==> src/hw/rma_params.svh <==
// constants for the restart message agent and its processor end
`ifndef RMA_PARAMS_SVH
`define RMA_PARAMS_SVH

// local-bus addresses decoded by the agent
`define RMA_RESTART_ADDR   32'hff00_0400
`define RMA_SEND_ADDR      32'hff00_0404
`define RMA_MEM_BASE       32'hff00_0410
`define RMA_MEM_WORDS      4

// message-address word layout
`define RMA_IAC_ID         8'hff
`define RMA_ID_LSB         24
`define RMA_DEST_LSB       16
`define RMA_TYPE_LSB       8
`define RMA_TYPE_MESSAGE   4'h3
`define RMA_TYPE_PHYS_REQ  4'h4

// restart hold-off: 20 us at a 5 ns clock
`define RMA_DELAY_NS       20000
`define RMA_CLK_NS         5
`define RMA_DELAY_CYC      ((`RMA_DELAY_NS + `RMA_CLK_NS - 1) / `RMA_CLK_NS)

// processor-end register map (byte offsets)
`define RMA_REG_CTRL       12'h000
`define RMA_REG_REQ_ADDR   12'h004
`define RMA_REG_REQ_DATA   12'h008
`define RMA_REG_REQ_TYPE   12'h00c
`define RMA_REG_STATUS     12'h010
`define RMA_REG_LAST_WORD  12'h014

// control bits
`define RMA_CTRL_ISSUE     0
`define RMA_CTRL_RESTART   1
`define RMA_CTRL_SEND      2
`define RMA_CTRL_FAULT     3
`define RMA_CTRL_PROC_MODE 4
`define RMA_CTRL_CLR       5

// pairing steps
`define RMA_STEP_LAST      3'h7

`define RMA_RESP_OKAY      2'b00
`define RMA_RESP_SLVERR    2'b10

`endif

==> src/hw/rma_pkg.sv <==
// types shared by both ends of the restart message agent
package rma_pkg;
    typedef logic [31:0] rma_word_t;

    typedef enum logic [2:0] {
        RMA_A_IDLE = 3'b000,
        RMA_A_CW   = 3'b001,
        RMA_A_IM0  = 3'b011,
        RMA_A_IM1  = 3'b010,
        RMA_A_IM2  = 3'b110,
        RMA_A_IM3  = 3'b111,
        RMA_A_CK   = 3'b101
    } rma_agent_state_e;

    typedef enum logic [1:0] {
        RMA_H_IDLE  = 2'b00,
        RMA_H_ISSUE = 2'b01,
        RMA_H_STOP  = 2'b11
    } rma_host_state_e;
endpackage

==> src/hw/rma_lbus_if.sv <==
// local bus joining the processor end and the restart agent
`timescale 1ns/10ps
interface rma_lbus_if (
    input wire logic aclk
);
    logic        req_valid;
    logic [31:0] req_addr;
    logic [31:0] req_data;
    logic [3:0]  req_type;
    logic [1:0]  req_bus;
    logic        proc_mode;
    logic        access_fault;
    logic        msg_ads;
    logic        msg_rd;
    logic [31:0] msg_data;
    logic        agent_busy;

    modport device (
        input  req_valid, req_addr, req_data, req_type, req_bus,
        input  proc_mode, access_fault,
        output msg_ads, msg_rd, msg_data, agent_busy
    );
    modport host (
        output req_valid, req_addr, req_data, req_type, req_bus,
        output proc_mode, access_fault,
        input  msg_ads, msg_rd, msg_data, agent_busy
    );
endinterface

==> src/hw/rma_proc.sv <==
// processor end: pairing register requests and agent trigger over AXI
`timescale 1ns/10ps
`include "rma_params.svh"
module rma_proc
    import rma_pkg::*;
#(
    parameter int NBUS = 2
) (
    input  wire logic        aclk,
    input  wire logic        aresetn,
    rma_lbus_if.host         lb,
    input  wire logic        s_axi_awvalid,
    output logic             s_axi_awready,
    input  wire logic [11:0] s_axi_awaddr,
    input  wire logic        s_axi_wvalid,
    output logic             s_axi_wready,
    input  wire logic [31:0] s_axi_wdata,
    input  wire logic [3:0]  s_axi_wstrb,
    output logic             s_axi_bvalid,
    input  wire logic        s_axi_bready,
    output logic [1:0]       s_axi_bresp,
    input  wire logic        s_axi_arvalid,
    output logic             s_axi_arready,
    input  wire logic [11:0] s_axi_araddr,
    output logic             s_axi_rvalid,
    input  wire logic        s_axi_rready,
    output logic [31:0]      s_axi_rdata,
    output logic [1:0]       s_axi_rresp
);
    rma_host_state_e hstate_q;
    logic        aw_hold_q, w_hold_q, bvalid_q, rvalid_q;
    logic [11:0] aw_addr_q;
    logic [31:0] w_data_q, rdata_q;
    logic [3:0]  w_strb_q;
    logic [1:0]  bresp_q, rresp_q;
    logic        wr_fire, wr_hit, rd_fire;
    logic [31:0] req_addr_q, req_data_q, wmask;
    logic [10:0] req_type_q;
    logic [4:0]  ctrl_q;
    logic [2:0]  step_q;
    logic        trig_q, stopped_q, err_q, fault_q, mode_q, valid_q;
    logic [1:0]  bus_q;
    logic [7:0]  msg_cnt_q;
    logic [31:0] last_q, out_addr_q, out_data_q, st_word;
    logic [3:0]  out_type_q;
    logic        go_issue, go_trig, issue_ok, trig_ok;

    assign wmask = {{8{w_strb_q[3]}}, {8{w_strb_q[2]}},
                    {8{w_strb_q[1]}}, {8{w_strb_q[0]}}};
    assign wr_fire = aw_hold_q && w_hold_q && !bvalid_q;
    assign wr_hit  = aw_addr_q == `RMA_REG_CTRL ||
                     aw_addr_q == `RMA_REG_REQ_ADDR ||
                     aw_addr_q == `RMA_REG_REQ_DATA ||
                     aw_addr_q == `RMA_REG_REQ_TYPE;
    assign rd_fire = s_axi_arvalid && !rvalid_q;
    assign go_issue = wr_fire && aw_addr_q == `RMA_REG_CTRL &&
                      w_strb_q[0] && w_data_q[`RMA_CTRL_ISSUE];
    assign go_trig  = wr_fire && aw_addr_q == `RMA_REG_CTRL &&
                      w_strb_q[0] && (w_data_q[`RMA_CTRL_RESTART] ||
                      w_data_q[`RMA_CTRL_SEND]);

    // pairing steps go in order and only as physical register requests
    assign issue_ok = hstate_q == RMA_H_IDLE &&
                      req_type_q[3:0] == `RMA_TYPE_PHYS_REQ &&
                      (req_type_q[10:8] == step_q ||
                       req_type_q[10:8] == step_q + 3'h1);
    // the restart may only go once the pair is set up in processor mode
    assign trig_ok  = hstate_q == RMA_H_IDLE && mode_q &&
                      step_q == `RMA_STEP_LAST;

    // write address and data are taken in either order
    always_ff @(posedge aclk) begin
        if (!aresetn) begin
            aw_hold_q <= 1'b0;
            aw_addr_q <= 12'h0;
            w_hold_q  <= 1'b0;
            w_data_q  <= 32'h0;
            w_strb_q  <= 4'h0;
        end else if (wr_fire) begin
            aw_hold_q <= 1'b0;
            w_hold_q  <= 1'b0;
        end else begin
            if (s_axi_awvalid && !aw_hold_q) begin
                aw_hold_q <= 1'b1;
                aw_addr_q <= {s_axi_awaddr[11:2], 2'b00};
            end
            if (s_axi_wvalid && !w_hold_q) begin
                w_hold_q <= 1'b1;
                w_data_q <= s_axi_wdata;
                w_strb_q <= s_axi_wstrb;
            end
        end
    end

    always_ff @(posedge aclk) begin
        if (!aresetn) begin
            bvalid_q <= 1'b0;
            bresp_q  <= `RMA_RESP_OKAY;
        end else if (wr_fire) begin
            bvalid_q <= 1'b1;
            bresp_q  <= wr_hit ? `RMA_RESP_OKAY : `RMA_RESP_SLVERR;
        end else if (s_axi_bready) begin
            bvalid_q <= 1'b0;
        end
    end

    always_ff @(posedge aclk) begin
        if (!aresetn) begin
            req_addr_q <= 32'h0;
            req_data_q <= 32'h0;
            req_type_q <= {3'h0, 4'h0, `RMA_TYPE_PHYS_REQ};
            ctrl_q     <= 5'h0;
        end else if (wr_fire) begin
            if (aw_addr_q == `RMA_REG_REQ_ADDR) begin
                req_addr_q <= (req_addr_q & ~wmask) | (w_data_q & wmask);
            end else if (aw_addr_q == `RMA_REG_REQ_DATA) begin
                req_data_q <= (req_data_q & ~wmask) | (w_data_q & wmask);
            end else if (aw_addr_q == `RMA_REG_REQ_TYPE) begin
                req_type_q <= (req_type_q & ~wmask[10:0]) |
                              (w_data_q[10:0] & wmask[10:0]);
            end else if (aw_addr_q == `RMA_REG_CTRL && w_strb_q[0]) begin
                ctrl_q <= w_data_q[4:0];
            end
        end
    end

    assign fault_q = ctrl_q[`RMA_CTRL_FAULT];
    assign mode_q  = ctrl_q[`RMA_CTRL_PROC_MODE];

    always_ff @(posedge aclk) begin
        if (!aresetn) begin
            step_q <= 3'h0;
            err_q  <= 1'b0;
        end else begin
            // a refused request in the clearing write still leaves err set
            if (wr_fire && aw_addr_q == `RMA_REG_CTRL &&
                w_strb_q[0] && w_data_q[`RMA_CTRL_CLR]) begin
                step_q <= 3'h0;
                err_q  <= 1'b0;
            end else if (go_issue && issue_ok) begin
                step_q <= req_type_q[10:8];
            end
            if ((go_issue && !issue_ok) || (go_trig && !trig_ok)) begin
                err_q <= 1'b1;
            end
        end
    end

    // each request goes once on every bus of the module, a restart trigger on bus 0 only
    always_ff @(posedge aclk) begin
        if (!aresetn) begin
            hstate_q   <= RMA_H_IDLE;
            bus_q      <= 2'h0;
            valid_q    <= 1'b0;
            trig_q     <= 1'b0;
            out_addr_q <= 32'h0;
            out_data_q <= 32'h0;
            out_type_q <= 4'h0;
        end else begin
            case (hstate_q)
                RMA_H_IDLE: begin
                    bus_q   <= 2'h0;
                    valid_q <= 1'b0;
                    if (go_issue && issue_ok) begin
                        hstate_q   <= RMA_H_ISSUE;
                        valid_q    <= 1'b1;
                        trig_q     <= 1'b0;
                        out_addr_q <= req_addr_q;
                        out_data_q <= req_data_q;
                        out_type_q <= req_type_q[3:0];
                    end else if (go_trig && trig_ok) begin
                        hstate_q   <= RMA_H_ISSUE;
                        valid_q    <= 1'b1;
                        trig_q     <= w_data_q[`RMA_CTRL_RESTART];
                        out_addr_q <= w_data_q[`RMA_CTRL_RESTART] ?
                                      `RMA_RESTART_ADDR : `RMA_SEND_ADDR;
                        out_data_q <= 32'h0;
                        out_type_q <= `RMA_TYPE_MESSAGE;
                    end
                end
                RMA_H_ISSUE: begin
                    if (trig_q || bus_q == 2'(NBUS - 1)) begin
                        valid_q  <= 1'b0;
                        hstate_q <= trig_q ? RMA_H_STOP : RMA_H_IDLE;
                    end else begin
                        bus_q <= bus_q + 2'h1;
                    end
                end
                RMA_H_STOP:  hstate_q <= RMA_H_IDLE;
                default:     hstate_q <= RMA_H_IDLE;
            endcase
        end
    end

    // stop self right after the trigger; the agent's delay covers it
    always_ff @(posedge aclk) begin
        if (!aresetn) begin
            stopped_q <= 1'b0;
        end else if (hstate_q == RMA_H_STOP) begin
            stopped_q <= 1'b1;
        end else if (lb.msg_ads) begin
            stopped_q <= 1'b0;
        end
    end

    always_ff @(posedge aclk) begin
        if (!aresetn) begin
            msg_cnt_q <= 8'h0;
            last_q    <= 32'h0;
        end else if (lb.msg_rd) begin
            last_q <= lb.msg_data;
            if (lb.msg_ads) begin
                msg_cnt_q <= msg_cnt_q + 8'h1;
            end
        end
    end

    // reset value marks this processor as the initializer
    logic afault_q;
    always_ff @(posedge aclk) begin
        if (!aresetn) begin
            afault_q <= 1'b1;
        end else begin
            afault_q <= fault_q;
        end
    end

    assign st_word = {16'h0, msg_cnt_q, 1'b0, step_q,
                      err_q, stopped_q, lb.agent_busy,
                      hstate_q != RMA_H_IDLE};

    always_ff @(posedge aclk) begin
        if (!aresetn) begin
            rvalid_q <= 1'b0;
            rdata_q  <= 32'h0;
            rresp_q  <= `RMA_RESP_OKAY;
        end else if (rd_fire) begin
            rvalid_q <= 1'b1;
            rresp_q  <= `RMA_RESP_OKAY;
            if (s_axi_araddr[11:2] == `RMA_REG_CTRL >> 2) begin
                rdata_q <= {27'h0, ctrl_q};
            end else if (s_axi_araddr[11:2] == `RMA_REG_REQ_ADDR >> 2) begin
                rdata_q <= req_addr_q;
            end else if (s_axi_araddr[11:2] == `RMA_REG_REQ_DATA >> 2) begin
                rdata_q <= req_data_q;
            end else if (s_axi_araddr[11:2] == `RMA_REG_REQ_TYPE >> 2) begin
                rdata_q <= {21'h0, req_type_q};
            end else if (s_axi_araddr[11:2] == `RMA_REG_STATUS >> 2) begin
                rdata_q <= st_word;
            end else if (s_axi_araddr[11:2] == `RMA_REG_LAST_WORD >> 2) begin
                rdata_q <= last_q;
            end else begin
                rdata_q <= 32'h0;
                rresp_q <= `RMA_RESP_SLVERR;
            end
        end else if (s_axi_rready) begin
            rvalid_q <= 1'b0;
        end
    end

    assign s_axi_awready   = !aw_hold_q;
    assign s_axi_wready    = !w_hold_q;
    assign s_axi_bvalid    = bvalid_q;
    assign s_axi_bresp     = bresp_q;
    assign s_axi_arready   = !rvalid_q;
    assign s_axi_rvalid    = rvalid_q;
    assign s_axi_rdata     = rdata_q;
    assign s_axi_rresp     = rresp_q;
    assign lb.req_valid    = valid_q;
    assign lb.req_addr     = out_addr_q;
    assign lb.req_data     = out_data_q;
    assign lb.req_type     = out_type_q;
    assign lb.req_bus      = bus_q;
    assign lb.proc_mode    = mode_q;
    assign lb.access_fault = afault_q;
endmodule // rma_proc

==> src/flat_wrapper.sv <==
// flat-port wrapper written by rule: the top's interface ports become plain ports
module rma_proc_flat import rma_pkg::*;
#(
    parameter int NBUS = 2
)
  (aclk, aresetn, s_axi_awvalid, s_axi_awready, s_axi_awaddr, s_axi_wvalid, s_axi_wready, s_axi_wdata, s_axi_wstrb, s_axi_bvalid, s_axi_bready, s_axi_bresp, s_axi_arvalid, s_axi_arready, s_axi_araddr, s_axi_rvalid, s_axi_rready, s_axi_rdata, s_axi_rresp, lb_req_valid, lb_req_addr, lb_req_data, lb_req_type, lb_req_bus, lb_proc_mode, lb_access_fault, lb_msg_ads, lb_msg_rd, lb_msg_data, lb_agent_busy);
  rma_lbus_if lb_i (.aclk(aclk));
  input  wire logic aclk;
  input  wire logic aresetn;
  input  wire logic s_axi_awvalid;
  output logic s_axi_awready;
  input  wire logic [11:0] s_axi_awaddr;
  input  wire logic s_axi_wvalid;
  output logic s_axi_wready;
  input  wire logic [31:0] s_axi_wdata;
  input  wire logic [3:0] s_axi_wstrb;
  output logic s_axi_bvalid;
  input  wire logic s_axi_bready;
  output logic [1:0] s_axi_bresp;
  input  wire logic s_axi_arvalid;
  output logic s_axi_arready;
  input  wire logic [11:0] s_axi_araddr;
  output logic s_axi_rvalid;
  input  wire logic s_axi_rready;
  output logic [31:0] s_axi_rdata;
  output logic [1:0] s_axi_rresp;
  output wire logic [$bits(lb_i.req_valid)-1:0] lb_req_valid;
  output wire logic [$bits(lb_i.req_addr)-1:0] lb_req_addr;
  output wire logic [$bits(lb_i.req_data)-1:0] lb_req_data;
  output wire logic [$bits(lb_i.req_type)-1:0] lb_req_type;
  output wire logic [$bits(lb_i.req_bus)-1:0] lb_req_bus;
  output wire logic [$bits(lb_i.proc_mode)-1:0] lb_proc_mode;
  output wire logic [$bits(lb_i.access_fault)-1:0] lb_access_fault;
  input wire logic [$bits(lb_i.msg_ads)-1:0] lb_msg_ads;
  input wire logic [$bits(lb_i.msg_rd)-1:0] lb_msg_rd;
  input wire logic [$bits(lb_i.msg_data)-1:0] lb_msg_data;
  input wire logic [$bits(lb_i.agent_busy)-1:0] lb_agent_busy;
  assign lb_req_valid = lb_i.req_valid;
  assign lb_req_addr = lb_i.req_addr;
  assign lb_req_data = lb_i.req_data;
  assign lb_req_type = lb_i.req_type;
  assign lb_req_bus = lb_i.req_bus;
  assign lb_proc_mode = lb_i.proc_mode;
  assign lb_access_fault = lb_i.access_fault;
  assign lb_i.msg_ads = lb_msg_ads;
  assign lb_i.msg_rd = lb_msg_rd;
  assign lb_i.msg_data = lb_msg_data;
  assign lb_i.agent_busy = lb_agent_busy;
  rma_proc #(.NBUS(NBUS)) u_core (.aclk(aclk), .aresetn(aresetn), .lb(lb_i), .s_axi_awvalid(s_axi_awvalid), .s_axi_awready(s_axi_awready), .s_axi_awaddr(s_axi_awaddr), .s_axi_wvalid(s_axi_wvalid), .s_axi_wready(s_axi_wready), .s_axi_wdata(s_axi_wdata), .s_axi_wstrb(s_axi_wstrb), .s_axi_bvalid(s_axi_bvalid), .s_axi_bready(s_axi_bready), .s_axi_bresp(s_axi_bresp), .s_axi_arvalid(s_axi_arvalid), .s_axi_arready(s_axi_arready), .s_axi_araddr(s_axi_araddr), .s_axi_rvalid(s_axi_rvalid), .s_axi_rready(s_axi_rready), .s_axi_rdata(s_axi_rdata), .s_axi_rresp(s_axi_rresp));
endmodule
==> config.mk <==
export PLATFORM = sky130hd
export DESIGN_NAME = rma_proc_flat
export DESIGN_NICKNAME = d
export VERILOG_FILES = /design/src/hw/rma_pkg.sv /design/src/hw/rma_lbus_if.sv /design/src/hw/rma_proc.sv /design/src/flat_wrapper.sv
export VERILOG_INCLUDE_DIRS = /design/src /design/src/hw
export SDC_FILE = /design/constraint.sdc
export NUM_CORES = 1
export LEC_CHECK = 0
export BUFFER_PORTS_ARGS = -buffer_cell sky130_fd_sc_hd__buf_2
export CORE_MARGIN = 8
export CORE_UTILIZATION = 55
export CTS_BUF_LIST = sky130_fd_sc_hd__clkbuf_4 sky130_fd_sc_hd__clkbuf_8 sky130_fd_sc_hd__clkbuf_16
export DETAILED_ROUTE_END_ITERATION = 10
export GPL_TIMING_DRIVEN = 0
export MAX_ROUTING_LAYER = met4
export PLACE_DENSITY_LB_ADDON = 0.25
export SYNTH_ARGS = -nofsm -noshare
export SYNTH_HDL_FRONTEND = slang
export SYNTH_SLANG_ARGS = --single-unit
==> constraint.sdc <==
create_clock -name aclk -period 2.5 [get_ports aclk]
set_input_delay 0.375 -clock aclk [delete_from_list [all_inputs] [get_ports aclk]]
set_output_delay 0.375 -clock aclk [all_outputs]
set_load 0.01 [all_outputs]
Yosys cells after proc, flatten, opt, wreduce, memory -nomap -nowiden
Index checks and enable logic that the tools add are counted.
- add/subtract/negate cells: 3
- equality and inequality tests: 18
- multiplexer cells: 41
- bitwise logic cells: 15
- reduce and logical (&&, ||, !) cells: 55
- operators with widths (cell ; count):
    32-bit 2-to-1 mux ; 10
    32-bit AND ; 3
    32-bit OR ; 2
    10-bit by 2-bit equality test with 1-bit output (second input constant) ; 4
    32-bit inverter ; 1
    2-bit 2-to-1 mux ; 12
    11-bit AND ; 2
    10-bit by 1-bit equality test with 1-bit output (second input constant) ; 2
    10-bit by 3-bit equality test with 1-bit output (second input constant) ; 2
    1-bit logical AND ; 19
    2-bit AND reduction ; 8
    2-bit nonzero test ; 7
    1-bit 2-to-1 mux ; 13
    12-bit logical NOT ; 1
    11-bit inverter ; 1
    11-bit OR ; 1
    10-bit logical NOT ; 1
    8-bit by 1-bit adder with 8-bit output (second input constant) ; 1
    4-bit 2-to-1 mux ; 2
    2-bit one-hot mux with 2 select lines ; 2
    1-bit logical OR ; 7
    3-bit equality test ; 2
    1-bit logical NOT ; 6
    1-bit inverter ; 5
    other kinds (16) ; 18
- flip-flop bits (word level): 286
- bits of input ports: 102
- logic and storage cells: 159

Longest topological paths before layout
Gate-level depths: netlist of run 1.
- depth after elaboration: 9
- gate-level depth with buffers: 9
- depth with buffers taken out: 7

Least setup slack after synthesis of run 1
OpenSTA, ideal clock, no wires.
- path kind: input -> register
- from: input s_axi_araddr[6]
- to: register u_core.rdata_q[21] (netlist: u_core.s_axi_rdata[21])
- library setup time: 0.125 ns
- arrival: 2.116 ns
- data required time: 2.375 ns
- path slack: 0.259 ns
- stages on the path: 6
- path buffers: 1
- cells stage by stage: or4_1 -> nor4_2 -> nand2_1 -> nand3_1 -> buf_2 -> o31ai_1
- cells in the longest elaborated chain, start to end: 7
- elaborated cells between the ends (all ways): 12
- RTL lines (what ; RTL line ; text):
    start: declaration ; flat_wrapper.sv:22 ; input wire logic [11:0] s_axi_araddr;
    10-bit by 3-bit equality test with 1-bit output ; rma_proc.sv:250 ; end else if (s_axi_araddr[11:2] == `RMA_REG_LAST_WORD >> 2) begin
    32-bit 2-to-1 mux ; rma_proc.sv:250 ;
    32-bit 2-to-1 mux ; rma_proc.sv:248 ; end else if (s_axi_araddr[11:2] == `RMA_REG_STATUS >> 2) begin
    32-bit 2-to-1 mux ; rma_proc.sv:246 ; end else if (s_axi_araddr[11:2] == `RMA_REG_REQ_TYPE >> 2) begin
    32-bit 2-to-1 mux ; rma_proc.sv:244 ; end else if (s_axi_araddr[11:2] == `RMA_REG_REQ_DATA >> 2) begin
    32-bit 2-to-1 mux ; rma_proc.sv:242 ; end else if (s_axi_araddr[11:2] == `RMA_REG_REQ_ADDR >> 2) begin
    32-bit 2-to-1 mux (*) ; rma_proc.sv:240 ; if (s_axi_araddr[11:2] == `RMA_REG_CTRL >> 2) begin
    end signal: assignment ; rma_proc.sv:241 ; rdata_q <= {27'h0, ctrl_q};
    end signal: assignment ; rma_proc.sv:243 ; rdata_q <= req_addr_q;
    end signal: assignment ; rma_proc.sv:245 ; rdata_q <= req_data_q;
    end: declaration ; rma_proc.sv:33 ; logic [31:0] w_data_q, rdata_q;
Mark *: on every way between the ends. The rest lies on a longest branch, timed or not.
A chain may end at the register's enable or synchronous reset.

Final worst setup path of run 1
- from: register u_core.aw_addr_q[2]
- to: register u_core.step_q[2]
- cells in the longest elaborated chain, start to end: 5
- elaborated cells between the ends (all ways): 7
- RTL lines (what ; RTL line ; text):
    start: declaration ; rma_proc.sv:32 ; logic [11:0] aw_addr_q;
    start signal: assignment ; rma_proc.sv:85 ; aw_addr_q <= {s_axi_awaddr[11:2], 2'b00};
    12-bit logical NOT (no source line) (*) ; n/a ;
    1-bit logical AND (no source line) (*) ; n/a ;
    1-bit logical AND (*) ; rma_proc.sv:56, rma_proc.sv:136 ;
    1-bit logical AND, on equally long branches ; rma_proc.sv:136, rma_proc.sv:56 ;
    2-bit OR reduction (no source line) / 1-bit logical AND (equally long branches) ; n/a ;
    end signal: assignment ; rma_proc.sv:141 ; step_q <= req_type_q[10:8];
    end: declaration ; rma_proc.sv:40 ; logic [2:0] step_q;
Marked as above.

==> run metrics, run 1 <==
final period utilization=97.6%; area of the die=26300 um^2; number of storage elements in the synthesis netlist=284; vias in the first global route=approximately 11000; detailed placement HPWL=28500 um; share of flip-flops with an asynchronous set or reset after synthesis=0%; starting density of the core=56.0%; reported leakage power=5.95 nW; Overflow after GRT=0; maximum capacitance violations=0; wire length of the first global-routing pass=58300 um; critical path cell sequence=or3b_2 > nor4_4 > buf_4 > o2111a_2 > buf_8 > buf_6 > nand2_2 > a21oi_2; worst path required time=2980 ps; WL per Instance=20.3 um; class of the most critical hold timing path=in -> reg; clock tree from TritonCTS=built; Final Hold Fails=0; count of flip-flops with a built-in enable after synthesis=0; setup violators final=0; worst clock skew=16.5 ps; slowest stage delay, CP=540 ps; met3 global-route usage=4.73%; warning count from the yosys run=0; critical path endpoint category=register; CTS clk-pin slew, worst paths=about 70 ps; most common library cell in the layout ignoring fill and taps=nand2_1; number of rows in the core area=53; FF+latch area=5690 um^2; GR Util met2=46.5%; maximum number of pins on one net before global-route repair=15; total of buffers placed on input and output ports=206; mapped cell area=11800 um^2; area post-placement=approximately 13000 um^2; number of buffers on the longest clock path=3; Startpoint Class=register; met1 GRT Util=a little over a third; Crit Path Max Fanout=10; antenna violations before repair=0; mean instance size in the synthesized netlist=8.71 um^2; slowest CP cell=or3b_2; clock buffers created by TritonCTS=30; power consumption=0.0101 W; Final Instance Area=between 10000 and 15000 um^2; sum of routed wire length over all layers=38700 um; Yosys top cell area share=48.3%; cell class contributing the biggest share of worst-path delay=simple AND/OR/NAND/NOR gates; area of the multi-input gates=5710 um^2; top-level I/O count=216; number of H-tree branching levels=1; FILL cells=roughly 1700; TritonCTS Sinks=~280; count of TritonRoute iterations in the first routing pass=5; synth unique cells=53; die width=between 150 and 200 um; fraction of layout instances using a drive strength above 1=about 20%; Arr. time, crit path=a little under 3000 ps; fraction of the yosys area taken by sequential cells=between 40% and 50%; Antenna Diode Count=0; worst setup path class=reg -> reg; Pwr Density=about 700 nW/um^2; flip-flop cell with the highest count after synthesis=dfxtp_1; Slew Viols, Final=0; number of routed nets with antenna violations=0; leading cell types in the layout, fill and taps excluded=298 x nand2_1, 283 x dfxtp_1, 215 x buf_2; initial detailed-routing violation count=around 1200; number of buffer and inverter stages on the critical path=3; area growth from synthesis to layout=23.0%; # nets final=1710; height of the die=162 um; number of vias after detailed routing=approximately 11000; number of cells produced by synthesis=1352; top area cells in the synthesized netlist=dfxtp_1 48%, a21boi_0 9.7%, nand2_1 9.6%; routability cong.=0.905; cell taking the most area after synthesis=dfxtp_1; Clk Latency, worst-skew pair=550 ps; final worst setup slack=59.8 ps; Worst Setup Slack post-DPL=-542 ps; hold-fix buffer count after cts=0; detail-routed via count per cell=slightly below 6; final period demand of the worst path=2440 ps; global-route layer with the greatest usage=met2; Worst-Margin Slew=773 ps; CTS root buffer=clkbuf_16; largest vdd supply drop=slightly below 600 uV; Floorplan Core Area=21000 um^2; max_slew headroom=48.0%; run status=finished, final reports clean; Fmax achieved=0.410 GHz; total routing resource utilization after global routing=28.7%; Residual DRC=0
[power breakdown]
group	internal, W	switching, W
sequential	0.00461	0.0000757
combinational	0.000232	0.000345
clock	0.00295	0.00184
[cell usage after synthesis (3+ instances only)]
master    instances
nand2_1         300
dfxtp_1         284
a21boi_0        152
nand3_1         100
clkbuf_1         79
mux2i_1          69
nor2b_1          59
nor2_1           48
o21ai_0          34
o31ai_1          28
a221oi_1         21
a21oi_1          19
a21boi_1         14
inv_1            12
nor3_1           12
buf_2            11
xnor2_1           9
and2_1            8
and3_1            7
nand2b_1          6
o21a_1            6
a22o_1            5
buf_1             5
nand4_1           5
or4_1             5
a21o_1            4
buf_4             4
ha_1              4
nor4_1            4
o211a_1           4
o22ai_1           4
nor4_2            3
or3_1             3
[worst reg2reg max path: stages (launching register included)]
cell,delay [ps]
dfxtp_1,390
or3b_2,540
nor4_4,370
buf_4,200
o2111a_2,290
buf_8,140
buf_6,150
nand2_2,90
a21oi_2,180
[area by class of cell]
class | count | area share (%)
buffer | 98 | 3.13
clock buffer | 45 | 6.34
clock inverter | 10 | 1.15
inverter | 12 | 0.311
multi-input combinational | 957 | 39.4
sequential | 284 | 39.3
tap | 275 | 2.38
timing repair buffer | 221 | 7.98
[metal layers]
metal,routed length (um),part of all wire (%)
met1,16000,41
met2,17900,46
met3,3610,9.3
met4,1190,3.1
met5,0,0
[worst paths after layout]
| check | slack [ps] | cells after the start | to | startpoint |
|---|---|---|---|---|
| min | 60 | 3 | u_core.aw_hold_q | s_axi_awvalid |
| min reg2reg | 460 | 2 | u_core.s_axi_rdata[16] | u_core.s_axi_rdata[16] |
| max reg2reg | 60 | 8 | u_core.step_q[2] | u_core.aw_addr_q[2] |
| max | 60 | 8 | u_core.step_q[2] | u_core.aw_addr_q[2] |
[cell families after synthesis]
logic type               synth area share, %
AND/OR/NAND/NOR                         22.3
AO/OA/AOI/OAI                           18.3
flip-flops                              48.3
buffers and inverters                   3.88
multiplexers                            5.96
XOR/XNOR                               0.818
adder cells (fa/ha/maj)                0.425
other                                 0.0319
[repair_timing]
action | 4_1_cts | 5_1_grt
cloned | 0 | 0
setup buffers | 8 | 7
pin swaps | 4 | 6
endpoints found under the setup margin | 138 | 119
resized for setup | 15 | 33
[per-stage QoR]
step / hold slack (ps) / util (%) / setup TNS, ps / cells
after floorplan: 433 / - / 0 / 1353
after detailed placement: 450 / 62.6 / -47610 / 1834
after global routing: 73.7 / 68.9 / -4.06 / 1902
final: 56.9 / 68.9 / 0 / 1902
after CTS: 49.0 / 68.2 / -3.08 / 1897
after global placement: 433 / 62.6 / -43800 / 1834
Power figures use the tool's default switching activity.
==> inputs of run 2 (changes only) <==
Settings changed: ABC_AREA set to 1.
==> run 2 against run 1 <==
Critical path type unchanged. Die area is 3.9% lower. Synthesized area decreased by 4.3%. Final cell count grew 6.8%. Final area is 5.9% lower. Highest routed layer unchanged. Critical path depth is the same. Global-route usage fell by 0.21 points.
==> run metrics, run 2 <==
run status=finished, final reports clean; number of cells produced by synthesis=1501; register-to-register setup slack=150 ps; RSZ-0062 raised after global routing=no; top cells by instance count after synthesis=295 x nand2_1, 284 x dfxtp_1, 223 x nor2_1; Worst Hold Depth=3; clock network fraction of design power=a little under half; Worst Setup Slack post-DPL=11.5 ps; number of H-tree branching levels=1; antenna violations before repair=2; total of buffers placed on input and output ports=~210; met3 WL post-DR=3290 um; detailed placement HPWL=27600 um; area of the die=25300 um^2; worst r2r src=u_core.aw_addr_q[4]; number of storage elements in the synthesis netlist=284; worst setup path class=reg -> reg; wire length of the first global-routing pass=56900 um; number of routed nets with antenna violations=0; critical hold path startpoint=lb_msg_data[23]; switching part of the total power=22.8%; met2 wire length=around 16000 um; class of the most critical hold timing path=in -> reg; CTS root buffer=clkbuf_16; area growth from synthesis to layout=21.0%; fraction of layout instances using a drive strength above 1=17.3%; highest layer used for signal routing=met4; Post-Place Cells=1980; FILL cells=1757; Hold EP=u_core.last_q[23]; initial detailed-routing violation count=950; Setup TNS Final=0 ps; library cell with the highest instance count after synthesis=nand2_1; routability cong.=0.936; internal power contribution=0.00741 W; sum of routed wire length over all layers=approximately 36000 um; final worst setup slack=approximately 150 ps; WL per Instance=17.9 um; number of buffers on the longest clock path=3; Final Instance Area=13600 um^2; worst clock skew=approximately 12 ps; Crit Path Max Fanout=10; power dissipated by switching net loads=0.00219 W; top area cells in the synthesized netlist=dfxtp_1 50%, nand2_1 9.8%, a21oi_1 7.9%; final period demand of the worst path=roughly 2300 ps; Slew Viols, Final=0; # nets final=1848; Residual DRC=0; mapped cell area=11300 um^2; maximum capacitance violations=0; warning count from the yosys run=0; most common library cell in the layout ignoring fill and taps=nand2_1; height of the die=159 um; Arr. time, crit path=2770 ps; flip-flop cell with the highest count after synthesis=dfxtp_1; cell taking the most area after synthesis=dfxtp_1; Floorplan Core Area=between 20000 and 25000 um^2; Overflow after GRT=0; worst path required time=approximately 3000 ps; synth unique cells=35; vias in the first global route=10440; detail-routed via count per cell=~5.4; maximum number of pins on one net before global-route repair=14; count of TritonRoute iterations in the first routing pass=5; Pwr Density=704 nW/um^2; Yosys top cell area share=around 50%; Worst-Margin Slew=756 ps; die width=roughly 160 um; area post-placement=12700 um^2; CTS clk-pin slew, worst paths=60 ps; number of rows in the core area=52; count of flip-flops with a built-in enable after synthesis=0; clock buffers created by TritonCTS=29; total routing resource utilization after global routing=28.5%; share of flip-flops with an asynchronous set or reset after synthesis=0%; TritonCTS Sinks=284; Final Instance Count excl. Fillers=2031; starting density of the core=55.9%; top-level I/O count=approximately 220; leading cell types in the layout, fill and taps excluded=295 x nand2_1, 284 x dfxtp_1, 223 x nor2_1; number of vias after detailed routing=10974; Clk Latency, worst-skew pair=540 ps; largest vdd supply drop=638 uV; WL met1=15900 um; sequential share of power=roughly half; Startpoint Class=register; final period utilization=94.0%; setup violators final=0; critical path endpoint category=register; depth of the worst register-to-register path=8; Comb pwr share=5.7%; clock tree from TritonCTS=built; Final Hold Fails=0; fraction of the yosys area taken by sequential cells=50.4%; mean instance size in the synthesized netlist=7.51 um^2; power consumption=0.00960 W; Fmax achieved=0.426 GHz; reported leakage power=5.74 nW; max_slew headroom=49.2%
==> run 2: area by class of cell <==
cell class / count / area (um^2) / share of cell area [%]
Tap cell: 270 / 338 / 2.48
Clock buffer: 44 / 876 / 6.42
Inverter: 136 / 510 / 3.74
Multi-Input combinational cell: 997 / 4670 / 34.3
Buffer: 85 / 407 / 2.98
Timing Repair Buffer: 209 / 1060 / 7.78
Clock inverter: 4 / 76.3 / 0.560
Antenna cell: 2 / 5.00 / 0.0367
Sequential cell: 284 / 5690 / 41.7
==> run 2: power by group through the flow <==
stage / Sequential (W) / Combinational, W / Clock, W
final: 0.00472 / 0.000550 / 0.00433
after global routing: 0.00473 / 0.000607 / 0.00454
after CTS: 0.00472 / 0.000543 / 0.00436
after detailed placement: 0.00482 / 0.000538 / 0
after global placement: 0.00481 / 0.000529 / 0
after floorplan: 0.00479 / 0.000313 / 0
==> run 2: kinds of logic after synthesis <==
family                   synth area share (%)
XOR/XNOR                                0.466
other                                  0.0333
AND/OR/NAND/NOR                          21.0
flip-flops                               50.4
buffers and inverters                    8.12
adder cells (fa/ha/maj)                 0.444
AO/OA/AOI/OAI                            19.5
==> run 2: critical path, cell delays in order, from the launching register on <==
cell and delay, ps:
dfxtp_1 310, or2_4 270, nor2_1 180, nand2_1 100, nor2_1 490, nand2_1 360, buf_2 290, o21ai_0 170
a21oi_1 60
==> run 2: through the flow <==
stage	hold WS, ps	utilization (%)
floorplan	404	-
global placement	425	62.7
detailed placement	431	62.7
CTS	42.3	67.5
global route	56.0	67.6
finish	56.1	67.6
==> run 2: layer usage <==
metal	vias to the layer above	GRT usage, %
met5	-	-
met4	0	8.10
met3	66	4.96
met2	489	44.6
met1	5048	37.3
li1	5371	-
==> run 2: timing repair <==
action | 4_1_cts | 5_1_grt
endpoints found under the setup margin | 2 | 19
gates resized for setup | 0 | 4
pin swaps | 1 | 0
buffers inserted | 1 | 0
hold buffers | 0 | 0
==> run 2: worst max-delay path by stage <==
| stage | startpoint | endpoint | slack (ps) | cells past startpoint |
|---|---|---|---|---|
| 5_1_grt | u_core.aw_addr_q[4] | register | 30 | 8 |
| 3_3_place_gp | u_core.step_q[0] | u_core.lb.req_data[30] | 70 | 10 |
| 4_1_cts | u_core.step_q[0] | u_core.lb.req_data[0] | 70 | 11 |
| 2_1_floorplan | u_core.step_q[0] | u_core.lb.req_data[0] | 580 | 10 |
| 6_report | u_core.aw_addr_q[4] | register | 150 | 8 |
| 3_5_place_dp | u_core.step_q[0] | u_core.lb.req_data[16] | 10 | 10 |
==> inputs of run 3 (changes only) <==
Settings changed: ABC_AREA 1 to 0, CTS_CLUSTER_SIZE set to 40, SETUP_SLACK_MARGIN set to 0.05.
==> run 3 against run 2 <==
First-iteration DRC count increased by 21%. Sequential share of layout area decreased by 2.5 points. Routed wire length increased by 6.5%. Critical path type unchanged. Maximum frequency decreased by 1.3%. Clock skew increased by 3.9 ps. Largest cell class is now multi-input gates.
==> run metrics, run 3 (synthesis results as in run 1) <==
area growth from synthesis to layout=23.1%; routability cong.=0.905; max_slew headroom=about half; setup violators final=0; Pwr Density=just under 700 nW/um^2; WL per Instance=20.4 um; worst setup path class=reg -> reg; critical path endpoint category=register; fraction of layout instances using a drive strength above 1=20.1%; FILL cells=1674; final worst setup slack=120 ps; Worst-Margin Slew=774 ps; detail-routed via count per cell=5.81; Arr. time, crit path=2860 ps; area of the die=26300 um^2; # nets final=around 1700; clock buffers created by TritonCTS=30; cell repeated most along the worst path=buf_8; leading cell types in the layout, fill and taps excluded=299 x nand2_1, 284 x dfxtp_1, 217 x buf_2; number of H-tree branching levels=1; clock network fraction of design power=47.7%; detailed placement HPWL=around 28000 um; CTS clk-pin slew, worst paths=70 ps; wire length of the first global-routing pass=roughly 60000 um; TritonCTS Sinks=284; internal power contribution=around 0.0078 W; total of buffers placed on input and output ports=206; Final Hold Fails=0; sum of routed wire length over all layers=roughly 39000 um; slowest stage delay, CP=roughly 550 ps; Comb pwr share=5.7%; vias in the first global route=10789; run status=finished, final reports clean; top-level I/O count=~220; hold-fix buffer count after cts=0; die width=162 um; clock tree from TritonCTS=built; count of TritonRoute iterations in the first routing pass=8; Floorplan Core Area=21000 um^2; Clk Latency, worst-skew pair=550 ps; cell class contributing the biggest share of worst-path delay=simple AND/OR/NAND/NOR gates; CTS root buffer=clkbuf_16; number of vias after detailed routing=11060; worst clock skew=about 16 ps; Antenna Diode Count=0; Final Instance Count excl. Fillers=~1900; Residual DRC=0; Overflow after GRT=0; RSZ-0062 raised after global routing=no; reported leakage power=5.97 nW; height of the die=162 um; final period demand of the worst path=about 2400 ps; maximum number of pins on one net before global-route repair=15; power consumption=0.0101 W; antenna violations before repair=0; largest vdd supply drop=around 550 uV; slowest CP cell=or3b_2; Setup TNS Final=0 ps; number of routed nets with antenna violations=0; power dissipated by switching net loads=0.00227 W; worst path required time=2980 ps; critical path cell sequence=or3b_2 > nor4_4 > buf_4 > o2111a_2 > buf_8 > buf_8 > nand2_1 > a21oi_2; switching part of the total power=between 20% and 30%; sequential share of power=46.5%; Worst Setup Slack post-DPL=-542 ps; total routing resource utilization after global routing=28.7%; maximum capacitance violations=0; number of buffer and inverter stages on the critical path=3; Post-Place Cells=1834; initial detailed-routing violation count=1146; Fmax achieved=between 0.4 and 0.5 GHz; starting density of the core=56.0%; Slew Viols, Final=0; Crit Path Max Fanout=10; most common library cell in the layout ignoring fill and taps=nand2_1; Startpoint Class=register; final period utilization=95.2%; number of buffers on the longest clock path=3; class of the most critical hold timing path=in -> reg; number of rows in the core area=53
run 3: changes by cell type in the layout (fill, tap and decap cells not counted), sizes merged, moves of 43 or more:
cell	before	now
nand3	29	100
o21ai	160	34
nor2b	0	59
mux2i	0	69
a211oi	43	0
inv	136	13
nor2	230	49
a21boi	0	166
a21oi	179	19
run 3: tightest hold or removal path: stages:
cell and delay (ps):
buf_2 90, nor2_1 40, nor2_1 70
run 3: path summary, 6_finish.rpt:
check	slack (ps)	cells past startpoint	start	to
max	120	8	u_core.aw_addr_q[2]	u_core.step_q[1]
min reg2reg	460	2	u_core.s_axi_rdata[16]	u_core.s_axi_rdata[16]
max reg2reg	120	8	u_core.aw_addr_q[2]	u_core.step_q[1]
min	60	3	s_axi_awvalid	u_core.aw_hold_q
run 3: layer usage:
layer / up-vias / global-route usage, % / share of wire (%)
met1: 5233 / 35.9 / 41
met5: - / - / 0
met2: 577 / 46.8 / 47
li1: 5157 / - / -
met3: 93 / 4.63 / 9.3
met4: 0 / 9.39 / 2.8
run 3: area by class of cell:
cell class              count  area, um^2  share of cell area [%]
inverters                  12        45.0                   0.311
clock inverters            10         166                    1.15
repair buffers            223        1160                    8.00
well taps                 275         344                    2.37
multi-input cells         957        5710                    39.4
plain buffers              97         463                    3.19
clock buffers              45         918                    6.34
flip-flops and latches    284        5690                    39.2
run 3: through the flow:
| step | util, % | hold WS (ps) | area, um^2 |
|---|---|---|---|
| final | 68.9 | 57.5 | 14500 |
| after global routing | 68.9 | 74.1 | 14500 |
| after CTS | 68.5 | 49.0 | 14400 |
| after detailed placement | 62.6 | 450 | 13200 |
| after global placement | 62.6 | 433 | 13200 |
| after floorplan | - | 433 | 11800 |
run 3: timing repair:
item / 4_1_cts / 5_1_grt
endpoints found under the setup margin: 154 / 120
setup buffers: 11 / 6
pin swaps: 4 / 5
gates resized for setup: 25 / 27
run 3: power groups by stage:
stage / Clock [W] / Sequential [W] / Combinational [W]
finish: 0.00481 / 0.00469 / 0.000577
CTS: 0.00481 / 0.00468 / 0.000558
global placement: 0 / 0.00478 / 0.000534
global route: 0.00501 / 0.00469 / 0.000619
detailed placement: 0 / 0.00478 / 0.000545
floorplan: 0 / 0.00476 / 0.000326
